**config.mk**
```make
export PLATFORM = sky130hd
export DESIGN_NAME = mnalu_core
export DESIGN_NICKNAME = d
export VERILOG_FILES = /design/src/hw/mnalu_core.v /design/src/hw/mnalu_shift_step.v
export VERILOG_INCLUDE_DIRS = /design/src /design/src/hw
export SDC_FILE = /design/constraint.sdc
export NUM_CORES = 2
export LEC_CHECK = 0
export BUFFER_PORTS_ARGS = -buffer_cell sky130_fd_sc_hd__buf_2
export CORE_ASPECT_RATIO = 1.2
export CORE_MARGIN = 2
export CORE_UTILIZATION = 50
export CTS_CLUSTER_DIAMETER = 120
export DETAILED_ROUTE_END_ITERATION = 7
export PLACE_DENSITY = 0.7
export SYNTH_ARGS = -nofsm -noshare
export SYNTH_HDL_FRONTEND = slang
export SYNTH_HIERARCHICAL = 1
export SYNTH_SLANG_ARGS = --single-unit
export TNS_END_PERCENT = 5
```
**constraint.sdc**
```tcl
create_clock -name i_clk_sys -period 6.55 [get_ports i_clk_sys]
set_input_delay 0.3275 -clock i_clk_sys [delete_from_list [all_inputs] [get_ports i_clk_sys]]
set_output_delay 0.3275 -clock i_clk_sys [all_outputs]
set_load 0.02 [all_outputs]
```
**src/hw/mnalu_map.vh**
```
// opcode encodings, flag positions and timing for the multiply/negate/logic datapath
`ifndef MNALU_MAP_VH
`define MNALU_MAP_VH
`define MNALU_OP_PREFIX     8'hFE
`define MNALU_OP_WPROD2     6'h1B
`define MNALU_OP_WPROD3     6'h13
`define MNALU_OP_BPROD2     6'h1F
`define MNALU_OP_BPROD3     6'h17
`define MNALU_OP_WNEG       8'h03
`define MNALU_OP_BNEG       8'h13
`define MNALU_OP_NOP        8'hFD
`define MNALU_OP_LJUST      8'h0F
`define MNALU_OP_WINV       8'h02
`define MNALU_OP_BINV       8'h12
`define MNALU_OP_WOR        6'h20
`define MNALU_OP_BOR        6'h24
`define MNALU_FLAG_Z        5
`define MNALU_FLAG_N        4
`define MNALU_FLAG_C        3
`define MNALU_FLAG_V        2
`define MNALU_FLAG_VT       1
`define MNALU_FLAG_ST       0
`define MNALU_FLAGS_RESET   6'h00
`define MNALU_LJUST_MAX     5'h1F
`endif

```
**src/hw/mnalu_core.v**
```verilog
// multiply, negate, left-justify, complement, OR and no-operation datapath
// Notes on behaviour
// - prefixed two-operand signed word product: dest word times source into long
// - prefixed three-operand signed word product of two words into long
// - prefixed two-operand signed byte product into word destination
// - prefixed three-operand signed byte product into word destination
// - unprefixed two-operand unsigned word product into double word
// - unprefixed three-operand unsigned word product into double word
// - unprefixed two-operand unsigned byte product into word
// - unprefixed three-operand unsigned byte product into word
// - multiplies leave sticky undefined, all other flags unchanged
// - word negate writes two's complement, updates Z N C V, keeps sticky
// - byte negate writes two's complement, updates Z N C V, keeps sticky
// - no-operation changes no register or flag
// - left-justify long until top bit set, at most 31 shifts, count to byte
// - left-justify failing sets Z, clears C, keeps V VT sticky
// - word invert updates Z N, clears C V, keeps VT and sticky
// - byte invert updates Z N, clears C V, keeps VT and sticky
// - word OR updates Z N, clears C V, keeps VT and sticky
// - byte OR updates Z N, clears C V, keeps VT and sticky
`timescale 1ns/1ps
`include "mnalu_map.vh"
module mnalu_core (
  input  wire        i_clk_sys,
  input  wire        i_srst,
  input  wire        i_ce,
  input  wire        i_start,
  input  wire        i_prefix,
  input  wire [7:0]  i_opcode,
  input  wire [15:0] i_src_a,
  input  wire [15:0] i_src_b,
  input  wire [31:0] i_long,
  input  wire [5:0]  i_flags,
  output reg  [31:0] o_result,
  output reg  [7:0]  o_count,
  output reg  [5:0]  o_flags,
  output reg  [1:0]  o_addr_mode,
  output reg         o_wr_word,
  output reg         o_wr_byte,
  output reg         o_wr_long,
  output reg         o_wr_count,
  output reg         o_illegal,
  output reg         o_done,
  output reg         o_busy
);
  localparam ST_IDLE = 2'b00;
  localparam ST_JUST = 2'b01;

  ////////////////////////////////////////////////////////////////////////
  reg  [1:0]  state_reg;
  reg  [1:0]  state_next;
  reg  [31:0] just_val_reg;
  reg  [4:0]  just_cnt_reg;
  reg  [5:0]  just_flags_reg;
  wire [31:0] step_val;
  wire [4:0]  step_cnt;
  wire        step_done;
  wire [5:0]  op_hi;
  wire        is_mode_op;
  reg  [31:0] res;
  reg  [5:0]  flg;
  reg         wr_w;
  reg         wr_b;
  reg         wr_l;
  reg         ill;
  reg         go_just;
  reg  [16:0] neg_w;
  reg  [8:0]  neg_b;
  reg  signed [15:0] sprod_b;

  assign op_hi = i_opcode[7:2];
  assign is_mode_op = (op_hi == `MNALU_OP_WPROD2) | (op_hi == `MNALU_OP_WPROD3) |
                      (op_hi == `MNALU_OP_BPROD2) | (op_hi == `MNALU_OP_BPROD3) |
                      (op_hi == `MNALU_OP_WOR) | (op_hi == `MNALU_OP_BOR);

  mnalu_shift_step #(
    .WIDTH(32)
  ) u_step (
    .i_value(just_val_reg),
    .i_count(just_cnt_reg),
    .i_limit(`MNALU_LJUST_MAX),
    .o_value(step_val),
    .o_count(step_cnt),
    .o_done (step_done)
  );

  ////////////////////////////////////////////////////////////////////////
  always @* begin
    res     = 32'h00000000;
    flg     = i_flags;
    wr_w    = 1'b0;
    wr_b    = 1'b0;
    wr_l    = 1'b0;
    ill     = 1'b0;
    go_just = 1'b0;
    neg_w   = 17'h00000 - {1'b0, i_src_a};
    neg_b   = 9'h000 - {1'b0, i_src_a[7:0]};
    // both factors sign-extended to the 16-bit product width
    sprod_b = $signed(i_src_a[7:0]) * $signed(i_src_b[7:0]);
    if (i_prefix) begin
      // sticky cleared here, a legal choice for an undefined flag
      flg[`MNALU_FLAG_ST] = 1'b0;
      case (op_hi)
        `MNALU_OP_WPROD2,
        `MNALU_OP_WPROD3: begin
          res  = $signed(i_src_a) * $signed(i_src_b);
          wr_l = 1'b1;
        end
        `MNALU_OP_BPROD2,
        `MNALU_OP_BPROD3: begin
          res  = {16'h0000, sprod_b};
          wr_w = 1'b1;
        end
        default: begin
          flg = i_flags;
          ill = 1'b1;
        end
      endcase
    end else begin
      case (i_opcode)
        `MNALU_OP_WNEG: begin
          res[15:0] = neg_w[15:0];
          wr_w = 1'b1;
          flg[`MNALU_FLAG_Z] = (neg_w[15:0] == 16'h0000);
          flg[`MNALU_FLAG_N] = neg_w[15];
          flg[`MNALU_FLAG_C] = neg_w[16];
          flg[`MNALU_FLAG_V] = (i_src_a == 16'h8000);
          flg[`MNALU_FLAG_VT] = i_flags[`MNALU_FLAG_VT] | (i_src_a == 16'h8000);
        end
        `MNALU_OP_BNEG: begin
          res[7:0] = neg_b[7:0];
          wr_b = 1'b1;
          flg[`MNALU_FLAG_Z] = (neg_b[7:0] == 8'h00);
          flg[`MNALU_FLAG_N] = neg_b[7];
          flg[`MNALU_FLAG_C] = neg_b[8];
          flg[`MNALU_FLAG_V] = (i_src_a[7:0] == 8'h80);
          flg[`MNALU_FLAG_VT] = i_flags[`MNALU_FLAG_VT] | (i_src_a[7:0] == 8'h80);
        end
        `MNALU_OP_NOP: begin
          res = 32'h00000000;
        end
        `MNALU_OP_LJUST: begin
          go_just = 1'b1;
        end
        `MNALU_OP_WINV: begin
          res[15:0] = ~i_src_a;
          wr_w = 1'b1;
          flg[`MNALU_FLAG_Z] = (i_src_a == 16'hFFFF);
          flg[`MNALU_FLAG_N] = ~i_src_a[15];
          flg[`MNALU_FLAG_C] = 1'b0;
          flg[`MNALU_FLAG_V] = 1'b0;
        end
        `MNALU_OP_BINV: begin
          res[7:0] = ~i_src_a[7:0];
          wr_b = 1'b1;
          flg[`MNALU_FLAG_Z] = (i_src_a[7:0] == 8'hFF);
          flg[`MNALU_FLAG_N] = ~i_src_a[7];
          flg[`MNALU_FLAG_C] = 1'b0;
          flg[`MNALU_FLAG_V] = 1'b0;
        end
        default: begin
          case (op_hi)
            `MNALU_OP_WPROD2,
            `MNALU_OP_WPROD3: begin
              res  = i_src_a * i_src_b;
              wr_l = 1'b1;
              flg[`MNALU_FLAG_ST] = 1'b0;
            end
            `MNALU_OP_BPROD2,
            `MNALU_OP_BPROD3: begin
              res[15:0] = i_src_a[7:0] * i_src_b[7:0];
              wr_w = 1'b1;
              flg[`MNALU_FLAG_ST] = 1'b0;
            end
            `MNALU_OP_WOR: begin
              res[15:0] = i_src_a | i_src_b;
              wr_w = 1'b1;
              flg[`MNALU_FLAG_Z] = ((i_src_a | i_src_b) == 16'h0000);
              flg[`MNALU_FLAG_N] = i_src_a[15] | i_src_b[15];
              flg[`MNALU_FLAG_C] = 1'b0;
              flg[`MNALU_FLAG_V] = 1'b0;
            end
            `MNALU_OP_BOR: begin
              res[7:0] = i_src_a[7:0] | i_src_b[7:0];
              wr_b = 1'b1;
              flg[`MNALU_FLAG_Z] = ((i_src_a[7:0] | i_src_b[7:0]) == 8'h00);
              flg[`MNALU_FLAG_N] = i_src_a[7] | i_src_b[7];
              flg[`MNALU_FLAG_C] = 1'b0;
              flg[`MNALU_FLAG_V] = 1'b0;
            end
            default: begin
              ill = 1'b1;
            end
          endcase
        end
      endcase
    end
  end

  ////////////////////////////////////////////////////////////////////////
  always @* begin
    state_next = state_reg;
    case (state_reg)
      ST_IDLE: begin
        if (i_start && go_just) begin
          state_next = ST_JUST;
        end
      end
      ST_JUST: begin
        if (step_done) begin
          state_next = ST_IDLE;
        end
      end
      default: begin
        state_next = ST_IDLE;
      end
    endcase
  end

  always @(posedge i_clk_sys) begin
    if (i_srst) begin
      state_reg      <= ST_IDLE;
      just_val_reg   <= 32'h00000000;
      just_cnt_reg   <= 5'h00;
      just_flags_reg <= `MNALU_FLAGS_RESET;
      o_result       <= 32'h00000000;
      o_count        <= 8'h00;
      o_flags        <= `MNALU_FLAGS_RESET;
      o_addr_mode    <= 2'h0;
      o_wr_word      <= 1'b0;
      o_wr_byte      <= 1'b0;
      o_wr_long      <= 1'b0;
      o_wr_count     <= 1'b0;
      o_illegal      <= 1'b0;
      o_done         <= 1'b0;
      o_busy         <= 1'b0;
    end else if (i_ce) begin
      state_reg  <= state_next;
      o_wr_word  <= 1'b0;
      o_wr_byte  <= 1'b0;
      o_wr_long  <= 1'b0;
      o_wr_count <= 1'b0;
      o_illegal  <= 1'b0;
      o_done     <= 1'b0;
      if (state_reg == ST_IDLE && i_start) begin
        // hand the mode back to the fetch logic
        o_addr_mode <= is_mode_op ? i_opcode[1:0] : 2'h0;
        if (go_just) begin
          just_val_reg   <= i_long;
          just_cnt_reg   <= 5'h00;
          just_flags_reg <= i_flags;
          o_busy         <= 1'b1;
        end else begin
          o_result  <= res;
          o_flags   <= flg;
          o_wr_word <= wr_w;
          o_wr_byte <= wr_b;
          o_wr_long <= wr_l;
          o_illegal <= ill;
          o_done    <= 1'b1;
        end
      end else if (state_reg == ST_JUST) begin
        just_val_reg <= step_val;
        just_cnt_reg <= step_cnt;
        if (step_done) begin
          o_result   <= just_val_reg;
          o_count    <= {3'h0, just_cnt_reg};
          o_wr_long  <= 1'b1;
          o_wr_count <= 1'b1;
          o_done     <= 1'b1;
          o_busy     <= 1'b0;
          // zero set only when top bit never came up; negative left as top bit
          o_flags <= {~just_val_reg[31], just_val_reg[31], 1'b0,
                      just_flags_reg[`MNALU_FLAG_V], just_flags_reg[`MNALU_FLAG_VT],
                      just_flags_reg[`MNALU_FLAG_ST]};
        end
      end
    end
  end
endmodule

```
**src/hw/mnalu_shift_step.v**
```verilog
// one left-justify step: shift left while the top bit is clear and the count is below its limit
`timescale 1ns/1ps
module mnalu_shift_step #(
  parameter WIDTH = 32
) (
  input  wire [WIDTH-1:0] i_value,
  input  wire [4:0]       i_count,
  input  wire [4:0]       i_limit,
  output wire [WIDTH-1:0] o_value,
  output wire [4:0]       o_count,
  output wire             o_done
);
  assign o_done  = i_value[WIDTH-1] | (i_count >= i_limit);
  assign o_value = o_done ? i_value : {i_value[WIDTH-2:0], 1'b0};
  assign o_count = o_done ? i_count : i_count + 5'h01;
endmodule

```
==> results_dict.tcl <==
set metrics [dict create \
    ant_nets 0 \
    synth_top_area_cell "fa_1" \
    grt_pass1_vias 21900 \
    path_cells "buf_2, buf_4, and2_1, fa_1, fa_1, fa_1, fa_1, fa_1, inv_1, fa_1, inv_1, ha_1, a21o_1, a21o_1, a21oi_1, o311a_1, a21boi_0, xor2_1, o221ai_1, o211ai_1, a21oi_1" \
    vias 20400 \
    yosysWarnings 6 \
    cts_buffers 9 \
    critPathKind "in2reg" \
    core_area_um2 48900 \
    drv_slew 0 \
    layout-drive-gt1-share_pct 10.7 \
    cp_max_fo 13 \
    path_depth 21 \
    syn_to_final_growth_pct 8.21 \
    die_w_um 206 \
    clock.fmax_mhz 160 \
    status "completed" \
    cts_root_buf "clkbuf_16" \
    yosysMostFrequentCell "inv_1" \
    drt_pass1_iterations 6 \
    cp.arrival_ns 6.45 \
    synthFlopType "dfxtp_1" \
    setup_viol 0 \
    max_stage_delay_ns 0.72 \
    synthArstFlopShare_pct 0 \
    synth_edf_count 0 \
    htree_levels 3 \
    clock-sinks 93 \
    cp-end-kind "register" \
    yosys_register_bits 93 \
    relSlewSlack_pct 20.2 \
    cp_slowest_cell "fa_1" \
    synth_top_cell_area_share_pct 36.8 \
    path_delay_family "adder cells" \
    fp.dieH_um 247 \
    whs_path_depth 3 \
    rows 89 \
    grt_antenna_before_repair 4 \
    fillers 4437 \
    wl_um 73400 \
    fin_crit_ns 6.27 \
    maxCapViolations 0 \
    clock_latency_ns 0.34 \
    drtIter0Drc 1373 \
    crit_path_frequent_cell "fa_1" \
    rsz0062_at_grt "false" \
    path_buf_inv 4 \
    final_util_pct 54.4 \
    finalNetCount 3746 \
    drc 0 \
    routed_via_density 5.60 \
    synthTopCellsByArea "fa_1 (37%), ha_1 (11%), inv_1 (9.7%)" \
    r2r_cells 14 \
    synth_cell_types 90 \
    grt-ovfl-total 0 \
    worst_pin_slew_ns 1.20 \
    required_ns 6.73 \
    cts_tree "yes" \
    start_kind "input pin" \
    grt_pass1_wl_um 118000 \
    die-area_um2 50900 \
    wire_per_inst_um 20.2 \
    dpl.hpwl_um 62900 \
    final_hold_viol_count 0 \
    clk_pin_slew_ns 0.07 \
    place.gp.congestion 0.943 \
    syn_inst 2874 \
    synth_area_um2 24600 \
    grt_max_degree 96 \
    clockBufferDepth 2 \
    fin_crit_sh_pct 95.7 \
    ys_top_cells_by_count "inv_1 (635), fa_1 (451), nand2_1 (303), ha_1 (218), nor2_1 (165)" \
    cts_setup_buffers 0 \
    grt_util_all_layers_pct 30.0 \
    ys_seq_area_share_pct 7.58 \
    syn_area_per_cell_um2 8.55 \
    hold_class "in2reg" \
    portBuffers 134 \
    start_util_pct 50.2 \
    skew_ns 0.00634 \
    io_pins 138 \
]
## worst register-to-register path, cell delays in order, from the launching register on
cell	delay [ns]
dfxtp_1	0.35
inv_1	0.10
ha_1	0.23
nor2b_1	0.16
o21ai_2	0.12
a31oi_4	0.97
inv_1	0.24
nand2_1	0.16
o21ai_1	0.09
nand2_1	0.53
buf_4	0.41
nand2_1	0.10
a21oi_1	0.24
nor3_1	0.10
a211oi_1	0.26
## per-stage QoR
step | setup slack [ns] | std cells | TNS, ns | area (um2) | hold WS (ns)
6_report | 0.285 | 3639 | 0 | 26600 | 0.246
5_1_grt | 0.00159 | 3637 | 0 | 26600 | 0.253
4_1_cts | 0.304 | 3635 | 0 | 26600 | 0.242
3_5_place_dp | -0.0430 | 3620 | -0.0832 | 26300 | 0.448
3_3_place_gp | -0.0729 | 3620 | -0.0832 | 26300 | 0.439
2_1_floorplan | 0.0726 | 2880 | 0 | 24600 | 0.463
## final timing paths
kind	slack (ns)	to	start
max	0.28	o_result[26]	i_src_a[15]
min	0.25	just_val_reg[29]	i_long[29]
min reg2reg	0.46	o_addr_mode[1]	o_addr_mode[1]
max reg2reg	2.41	o_result[14]	just_cnt_reg[0]
## cell usage in the layout (no fill, tap or decap), drive strengths merged, types with 8 or more instances in the layout
cell type and n:
buf 236, inv 637, mux2 32, nor2 166
a21o 26, and2 110, clkbuf 9, fa 451
o211ai 13, nor2b 8, nand2b 14, ha 218
o21a 16, a211oi 22, nor3 41, o21ai 97
nand4 11, xnor2 63, a31oi 14, nor4 15
xor2 41, conb 8, a311oi 39, and3 14
a32oi 8, mux2i 16, o21bai 11, nand3 35
nand2 304, dfxtp 93, a21oi 106, a221oi 12
or3 10, o221ai 11
## cell families (layout without fill, tap and decap cells)
kind of cell	Yosys count	after routing	share of synthesized area, %
flops	93	93	7.58
xor+xnor	104	104	3.71
mux	48	48	2.12
buf+inv	769	887	12.1
other cells	2	12	0.0306
fa+ha+maj	669	669	47.9
simple gates	752	752	14.4
compound gates	437	437	12.2
## layout make-up
cell class	count	area, um2	area share [%]
Sequential cell	93	1860	7.00
Tap cell	637	797	3.00
Timing Repair Buffer	236	1450	5.46
Clock buffer	9	225	0.847
Inverter	636	2390	9.00
Multi-Input combinational cell	2018	19800	74.4
Antenna cell	4	10.0	0.0377
Clock inverter	6	72.6	0.273
## timing repair
action	4_1_cts	5_1_grt
resized for setup	0	1
setup endpoints to repair	0	2
hold buffers	0	0
## metal layers
metal	vias to the layer above	global-route usage (%)	wire length [um]	share of wire [%]
met3	175	3.70	4270	5.8
met1	10200	38.9	30000	41
li1	9330	-	-	-
met2	722	51.2	36100	49
met4	2	11.2	3080	4.2
met5	-	0	11	0.015
Power is not shown: default switching activity piles up to over one toggle a cycle in this logic, so the estimate is an artifact.
